<file path="src/pkg/dpd_cfg.svh">
`ifndef DPD_CFG_SVH
`define DPD_CFG_SVH

// Serial instruction codes
`define DPD_OP_ENTER 8'hb9
`define DPD_OP_EXIT 8'hab
`define DPD_OP_RDSR 8'h05
`define DPD_OP_SFDP 8'h5a

// Parameter word fields, bit 31 down to bit 0
`define DPD_FLD_NOT_SUPP 1'h0
`define DPD_FLD_UNIT 2'h1
`define DPD_FLD_COUNT 5'h02
`define DPD_FLD_RFU_HI 4'hf
`define DPD_FLD_POLL 2'h1
`define DPD_FLD_RFU_LO 2'h3
`define DPD_SFDP_DW14_ADDR 24'h000034
`define DPD_SFDP_FILL 8'hff

// Timing: unit code 01b means 1 us
`define DPD_CLK_NS 100
`define DPD_WAKE_UNIT_NS 1000
`define DPD_WAKE_COUNT 2
`define DPD_WAKE_NS ((`DPD_WAKE_COUNT + 1) * `DPD_WAKE_UNIT_NS)
`define DPD_WAKE_W 8

// APB register map (byte addresses)
`define DPD_REG_CTRL 12'h000
`define DPD_REG_STATUS 12'h004
`define DPD_REG_INT_STAT 12'h008
`define DPD_REG_INT_CLR 12'h00c
`define DPD_REG_INT_EN 12'h010
`define DPD_REG_LAST_CMD 12'h014

// Interrupt bit positions
`define DPD_INT_ENTER 0
`define DPD_INT_EXIT 1
`define DPD_INT_WAKE 2
`define DPD_INT_IGNORED 3
`define DPD_INT_W 4

`endif

</file>
<file path="src/pkg/dpd_pkg.sv">
`include "dpd_cfg.svh"

package dpd_pkg;

   typedef enum logic [2:0] {
      DPD_PH_IDLE,
      DPD_PH_CMD,
      DPD_PH_ADDR,
      DPD_PH_DUMMY,
      DPD_PH_DATA,
      DPD_PH_HOLD,
      DPD_PH_IGNORE
   } dpd_phase_t;

   typedef struct packed {
      logic sclk_d;
      logic cs_n_d;
      dpd_phase_t phase;
      logic [4:0] bitcnt;
      logic [7:0] shin;
      logic [23:0] addr;
      logic [7:0] obyte;
      logic [2:0] ocnt;
      logic is_sfdp;
      logic pend_enter;
      logic pend_exit;
      logic dpd;
      logic [`DPD_WAKE_W-1:0] wake_cnt;
      logic sw_busy;
      logic [`DPD_INT_W-1:0] int_stat;
      logic [`DPD_INT_W-1:0] int_en;
      logic [7:0] last_cmd;
      logic miso;
      logic miso_oe;
      logic irq;
      logic pready;
      logic pslverr;
      logic [31:0] prdata;
   } dpd_state_t;

   typedef struct packed {
      logic sclk;
      logic cs_n;
      logic mosi;
   } dpd_pins_t;

endpackage : dpd_pkg

</file>
<file path="src/rtl/dpd_sync.sv">
module dpd_sync #(
   parameter int WIDTH = 1,
   parameter logic [WIDTH-1:0] INIT = '0
) (
   input wire logic clk,
   input wire logic rst_n,
   input wire logic [WIDTH-1:0] d,
   output logic [WIDTH-1:0] q
);

   logic [WIDTH-1:0] meta_r;

   always_ff @(posedge clk or negedge rst_n) begin
      if (!rst_n) begin
         meta_r <= INIT;
         q <= INIT;
      end else begin
         meta_r <= d;
         q <= meta_r;
      end
   end

endmodule : dpd_sync

</file>
<file path="src/rtl/dpd_top.sv">
// Notes on behaviour
// - Instruction b9h in a one-byte frame enters deep power-down; b9h sits in word bits 30:23.
// - Instruction abh leaves deep power-down, and abh sits in bits 22:15 of the parameter word.
// - The wake-up delay advertises unit 01b (1 us) and count 00010b, giving (count+1)*unit.
// - Reading status with 05h returns a byte whose bit 0 is high while busy and low when ready.
// - Bit 31 of the parameter word is zero to show that deep power-down is supported.
// - Parameter-area bytes 34h to 37h read back as f7h, a2h, d5h and 5ch.
`include "dpd_cfg.svh"

module dpd_top
   import dpd_pkg::*;
(
   input wire logic pclk,
   input wire logic presetn,
   input wire logic [11:0] paddr,
   input wire logic psel,
   input wire logic penable,
   input wire logic pwrite,
   input wire logic [31:0] pwdata,
   output logic [31:0] prdata,
   output logic pready,
   output logic pslverr,
   input wire logic spi_sclk,
   input wire logic spi_cs_n,
   input wire logic spi_mosi,
   output logic spi_miso,
   output logic spi_miso_oe,
   output logic power_down,
   output logic irq
);

   // Wake-up time is derived from DPD_WAKE_COUNT and DPD_WAKE_UNIT_NS, defined apart from the advertised fields
   localparam int WAKE_CYC = (`DPD_WAKE_NS + `DPD_CLK_NS - 1) / `DPD_CLK_NS;
   localparam logic [`DPD_WAKE_W-1:0] WAKE_LOAD = WAKE_CYC[`DPD_WAKE_W-1:0];
   localparam logic [31:0] DW14 = {`DPD_FLD_NOT_SUPP, `DPD_OP_ENTER, `DPD_OP_EXIT,
      `DPD_FLD_UNIT, `DPD_FLD_COUNT, `DPD_FLD_RFU_HI, `DPD_FLD_POLL,
      `DPD_FLD_RFU_LO};

   dpd_pins_t pins_raw;
   dpd_pins_t pins_s;
   dpd_state_t r;
   dpd_state_t s;

   assign pins_raw = '{sclk: spi_sclk, cs_n: spi_cs_n, mosi: spi_mosi};

   // Pins are sampled, so the serial clock must stay below a quarter of pclk
   dpd_sync #(
      .WIDTH(3),
      .INIT(3'h2)
   ) u_pin_sync (
      .clk(pclk),
      .rst_n(presetn),
      .d(pins_raw),
      .q(pins_s)
   );

   function automatic logic [7:0] sfdp_byte(input logic [23:0] a);
      logic [7:0] b;
      b = `DPD_SFDP_FILL;
      if ({a[23:2], 2'h0} == `DPD_SFDP_DW14_ADDR) begin
         unique case (a[1:0])
            2'h0: b = DW14[7:0];
            2'h1: b = DW14[15:8];
            2'h2: b = DW14[23:16];
            2'h3: b = DW14[31:24];
         endcase
      end
      return b;
   endfunction : sfdp_byte

   logic busy;
   logic sclk_rise;
   logic sclk_fall;
   logic cs_fall;
   logic cs_rise;
   logic [7:0] cmd_byte;
   logic [`DPD_INT_W-1:0] ev;
   logic [31:0] rd_val;
   logic rd_ok;
   logic acc;

   always_comb begin
      s = r;
      ev = '0;
      busy = r.sw_busy | (r.wake_cnt != '0);
      sclk_rise = pins_s.sclk & ~r.sclk_d;
      sclk_fall = ~pins_s.sclk & r.sclk_d;
      cs_fall = ~pins_s.cs_n & r.cs_n_d;
      cs_rise = pins_s.cs_n & ~r.cs_n_d;
      cmd_byte = {r.shin[6:0], pins_s.mosi};
      s.sclk_d = pins_s.sclk;
      s.cs_n_d = pins_s.cs_n;

      if (r.wake_cnt != '0) begin
         s.wake_cnt = r.wake_cnt - 1'b1;
         if (r.wake_cnt == `DPD_WAKE_W'(1)) begin
            ev[`DPD_INT_WAKE] = 1'b1;
         end
      end

      // Serial side
      if (cs_rise) begin
         if (r.pend_enter) begin
            s.dpd = 1'b1;
            ev[`DPD_INT_ENTER] = 1'b1;
         end
         if (r.pend_exit) begin
            s.dpd = 1'b0;
            s.wake_cnt = WAKE_LOAD;
            ev[`DPD_INT_EXIT] = 1'b1;
         end
         s.phase = DPD_PH_IDLE;
         s.pend_enter = 1'b0;
         s.pend_exit = 1'b0;
         s.miso_oe = 1'b0;
      end else if (cs_fall) begin
         s.phase = DPD_PH_CMD;
         s.bitcnt = '0;
         s.pend_enter = 1'b0;
         s.pend_exit = 1'b0;
      end else if (!pins_s.cs_n && sclk_rise) begin
         unique case (r.phase)
            DPD_PH_CMD: begin
               s.shin = cmd_byte;
               s.bitcnt = r.bitcnt + 1'b1;
               if (r.bitcnt == 5'h07) begin
                  s.last_cmd = cmd_byte;
                  s.bitcnt = '0;
                  s.phase = DPD_PH_IGNORE;
                  if (r.dpd) begin
                     if (cmd_byte == `DPD_OP_EXIT) begin
                        s.pend_exit = 1'b1;
                        s.phase = DPD_PH_HOLD;
                     end else begin
                        ev[`DPD_INT_IGNORED] = 1'b1;
                     end
                  end else if (cmd_byte == `DPD_OP_ENTER) begin
                     s.pend_enter = 1'b1;
                     s.phase = DPD_PH_HOLD;
                  end else if (cmd_byte == `DPD_OP_RDSR) begin
                     s.phase = DPD_PH_DATA;
                     s.is_sfdp = 1'b0;
                     s.ocnt = '0;
                     s.obyte = {7'h00, busy};
                  end else if (cmd_byte == `DPD_OP_SFDP) begin
                     s.phase = DPD_PH_ADDR;
                     s.is_sfdp = 1'b1;
                  end
               end
            end
            DPD_PH_ADDR: begin
               s.addr = {r.addr[22:0], pins_s.mosi};
               s.bitcnt = r.bitcnt + 1'b1;
               if (r.bitcnt == 5'h17) begin
                  s.bitcnt = '0;
                  s.phase = DPD_PH_DUMMY;
               end
            end
            DPD_PH_DUMMY: begin
               s.bitcnt = r.bitcnt + 1'b1;
               if (r.bitcnt == 5'h07) begin
                  s.phase = DPD_PH_DATA;
                  s.ocnt = '0;
                  s.obyte = sfdp_byte(r.addr);
               end
            end
            DPD_PH_HOLD: begin
               // Extra clocks after a one-byte command cancel it
               s.pend_enter = 1'b0;
               s.pend_exit = 1'b0;
               s.phase = DPD_PH_IGNORE;
            end
            default: begin
            end
         endcase
      end else if (!pins_s.cs_n && sclk_fall && r.phase == DPD_PH_DATA) begin
         s.miso_oe = ~r.dpd;
         s.miso = r.obyte[3'h7 - r.ocnt];
         s.ocnt = r.ocnt + 1'b1;
         if (r.ocnt == 3'h7) begin
            if (r.is_sfdp) begin
               s.addr = r.addr + 1'b1;
               s.obyte = sfdp_byte(r.addr + 24'h000001);
            end else begin
               s.obyte = {7'h00, busy};
            end
         end
      end
      if (s.dpd) begin
         s.miso_oe = 1'b0;
      end

      // APB slave: answer in the first access cycle
      rd_ok = 1'b1;
      unique case (paddr)
         `DPD_REG_CTRL: rd_val = {31'h00000000, r.sw_busy};
         `DPD_REG_STATUS: rd_val = {29'h00000000, r.wake_cnt != '0, busy, r.dpd};
         `DPD_REG_INT_STAT: rd_val = {28'h0000000, r.int_stat};
         `DPD_REG_INT_CLR: rd_val = 32'h00000000;
         `DPD_REG_INT_EN: rd_val = {28'h0000000, r.int_en};
         `DPD_REG_LAST_CMD: rd_val = {24'h000000, r.last_cmd};
         default: begin
            rd_val = 32'h00000000;
            rd_ok = 1'b0;
         end
      endcase
      acc = psel & penable & r.pready;
      s.pready = psel & ~penable;
      s.pslverr = psel & ~penable & ~rd_ok;
      if (psel && !penable) begin
         s.prdata = pwrite ? 32'h00000000 : rd_val;
      end
      s.int_stat = r.int_stat;
      if (acc && pwrite) begin
         unique case (paddr)
            `DPD_REG_CTRL: s.sw_busy = pwdata[0];
            `DPD_REG_INT_CLR: s.int_stat = r.int_stat & ~pwdata[`DPD_INT_W-1:0];
            `DPD_REG_INT_EN: s.int_en = pwdata[`DPD_INT_W-1:0];
            default: begin
            end
         endcase
      end
      // A new event beats a clear in the same cycle
      s.int_stat = s.int_stat | ev;
      s.irq = |(s.int_stat & s.int_en);
   end

   always_ff @(posedge pclk or negedge presetn) begin
      if (!presetn) begin
         r <= '0;
         r.cs_n_d <= 1'b1;
      end else begin
         r <= s;
      end
   end

   assign prdata = r.prdata;
   assign pready = r.pready;
   assign pslverr = r.pslverr;
   assign spi_miso = r.miso;
   assign spi_miso_oe = r.miso_oe;
   assign power_down = r.dpd;
   assign irq = r.irq;

endmodule : dpd_top

</file>
<file path="config.mk">
export PLATFORM = sky130hd
export DESIGN_NAME = dpd_top
export DESIGN_NICKNAME = d
export VERILOG_FILES = /design/src/pkg/dpd_pkg.sv /design/src/rtl/dpd_sync.sv /design/src/rtl/dpd_top.sv
export VERILOG_INCLUDE_DIRS = /design/src /design/src/pkg
export SDC_FILE = /design/constraint.sdc
export NUM_CORES = 1
export LEC_CHECK = 0
export BUFFER_PORTS_ARGS = -buffer_cell sky130_fd_sc_hd__buf_4
export CAP_MARGIN = 10
export CORE_ASPECT_RATIO = 1.2
export CORE_MARGIN = 4
export CORE_UTILIZATION = 35
export CTS_CLUSTER_SIZE = 14
export DETAILED_ROUTE_END_ITERATION = 6
export PLACE_DENSITY = 0.55
export SYNTH_ARGS = -nofsm -noshare
export SYNTH_HDL_FRONTEND = slang
export SYNTH_SLANG_ARGS = --single-unit
</file>
<file path="constraint.sdc">
create_clock -name pclk -period 4.1 [get_ports pclk]
set_clock_uncertainty 0.15 [all_clocks]
set_input_delay 0.205 -clock pclk [delete_from_list [all_inputs] [get_ports pclk]]
set_output_delay 0.205 -clock pclk [all_outputs]
set_load 0.005 [all_outputs]
</file>
==> run summary <==
Synth-to-Final Area Change - 9.83%
CP required - 4.18 ns
Setup Crit Path Kind - reg2reg
Clock Latency Late Sink - 0.35 ns
first-pass GRT wire length - 25300 microns
VDD IR-drop max - 259 uV
post-cts sizing count - 0
Crit Path Max Fanout - 8
hold path cells - 3
Port-buffer cells - 37
drt first pass iters - 6
Hold Crit Endpoint - pslverr
Initial Util - 35.7%
Relative slew margins - 35.6%
Post-Syn Area - 0.00630 sq mm
worst hold start - paddr[3]
post-synthesis register bit count - 97
RSZ-0062 raised after global routing - no
vias - 5193
Post-CTS Hold Fix Bufs - 10
area leader, netlist - dfrtp_1
sequential share of the synthesized area - 38.6%
most common cell after layout, fill and taps aside - dfrtp_1
setup tns final - 0 ns
Post-synth top flop - dfrtp_1
HP Class - in2reg
Crit. End Element - flip-flop
R2R setup slack - 1.15 ns
Yosys warnings - 0
Max Freq - 339 MHz
I/O Pins - 90
final setup vio count - 0
die height - 155 microns
CTS max path bufs - 2
CTS clock-pin slew for the worst setup and hold paths - 0.07 ns
leakage power - 3.01 nW
Final Hold Vio Count - 0
DR WL/cell - 17.0 microns
gpl congestion - 0.932
Arrival @ worst endpoint - 3.03 ns
most frequent cells in the layout - dfrtp_1, nand2_1, nor2_1
share of the synthesized area in the top cell type - 37.3%
htree depth - 3
Die ar. - 0.0202 sq mm
ant diodes - 0
vias in the first global route - 4979
Post-synth EDFFs - 0
Synth area leaders - dfrtp_1, buf_4, mux2_2
synth unique cells - 83
CTS tree - yes
initial antenna violation count - 0
Syn Inst Count - 693
max-cap violations - 0
asr flop ratio synth - 100%
dpl hpwl - 11100 microns
Final Net Count - 768
PwrDens - 365 mW/mm^2
initial DRC count - 280
R2R Path End - r[72]
pin count of the biggest net entering global routing - 75
routed vias/inst - 5.61
core area - 0.0176 sq mm
Clock Sinks - 97
Mapped Avg Cell Area - 9.10 sq um
Root Buffer - clkbuf_16
crit share post-route - 71.9%
Final Slew Violations - 0
post-CTS setup buffers - 0
total gr overflow - 0
reg2reg path depth - 7
Total Wirelength - 15700 microns
crit path time final - 2.95 ns
layout cells sized above 1 - 14.6%
DR DRC count - 0
fin util - 39.2%
Final ANT Viol Nets - 0
DIE WIDTH - 131 microns
row count - 53
gr usage total - 15.3%
CTS buffer count - 9
Least-Margin Pin Slew - 0.967 ns
outcome - completed
RR Startpoint - r[109]
CP Launch Type - flip-flop
worst max path at each step:
| stage | from | to |
|---|---|---|
| after detailed placement | r[109] | r[72] |
| after CTS | r[109] | r[72] |
| after floorplan | u_pin_sync.q[1] | r[72] |
| final | r[109] | r[72] |
| after global routing | r[77] | r[76] |
| after global placement | r[113] | r[72] |
area by class of cell:
| cell class | count | area [sq um] |
|---|---|---|
| Clock buffer | 10 | 239 |
| Clock inverter | 6 | 56.3 |
| Fill cell | 1781 | 10700 |
| Inverter | 24 | 90.1 |
| Multi-Input combinational cell | 516 | 3410 |
| Sequential cell | 97 | 2430 |
| Tap cell | 220 | 275 |
| Timing Repair Buffer | 53 | 423 |
routing by layer:
metal / routed length, microns / vias to the layer above / GRT usage [%]
met4: 304 / 0 / 4.61
met2: 8090 / 127 / 26.2
li1: - / 2513 / -
met3: 642 / 25 / 3.57
met5: 0 / - / 0
met1: 6670 / 2528 / 19.0
cell families (layout without fill, tap and decap cells):
logic type	after synthesis	after routing	synth area share, %
buffers and inverters	103	93	8.81
other	1	24	0.0595
AND/OR/NAND/NOR	255	255	22.6
AO/OA/AOI/OAI	178	178	19.5
adder cells (fa/ha/maj)	15	15	2.98
XOR/XNOR	8	8	1.11
multiplexers	36	36	6.35
flip-flops	97	97	38.6
stage by stage:
step	setup WS (ns)	hold WS, ns	cell area (sq um)	power [mW]	cells
after floorplan	1.45	-0.241	6390	1.56	716
after global routing	1.03	0.0779	6920	2.68	926
after detailed placement	1.17	0.171	6530	1.68	900
after global placement	1.24	0.172	6530	1.66	900
final	1.15	0.0728	6920	2.52	926
after CTS	1.16	0.0274	6920	2.55	926
power breakdown:
group | switching, mW | leakage, nW | total [mW] | internal [mW]
clock network | 0.401 | 0.144 | 0.843 | 0.442
registers | 0.0419 | 1.32 | 1.06 | 1.01
logic | 0.375 | 1.54 | 0.624 | 0.249
total | 0.818 | 3.01 | 2.52 | 1.71
cell usage after synthesis (all sizes together) (3+ instances only):
cell    instances
a311oi          5
nor3           22
and3            7
a32o            5
o21ai          36
a22oi           6
nor2           58
a21o            4
nand4          12
xnor2           6
and4           10
a211o           3
nand2b          4
dfstp           3
o31ai           6
o211ai          4
or2             4
o31a            4
nand2          59
and2           10
a21oi          45
o22ai           8
nand3          26
ha             15
nor3b           6
mux2           22
nor4           11
a22o           12
nor2b           4
nor4b           3
dfrtp          94
a31oi          10
inv            24
a211oi          5
buf            55
mux2i          13
clkbuf         24
nand3b          3
critical path, cell delays in order (launching register included):
cell       delay, ns
dfrtp_1         0.38
ha_1            0.26
and4bb_1        0.45
nand4_2         0.19
a221oi_4        0.51
mux2i_1         0.30
or4b_1          0.46
a2bb2oi_1       0.14
flip-flops by register name, indices dropped and copies added, names as in the netlist:
register / cells
cmd_byte: 7
irq: 1
power_down: 1
prdata: 8
pready: 1
pslverr: 1
r: 70
spi_miso: 1
spi_miso_oe: 1
u_pin_sync.meta_r: 3
u_pin_sync.q: 3
Note: power is estimated with default switching activity, not from simulation.
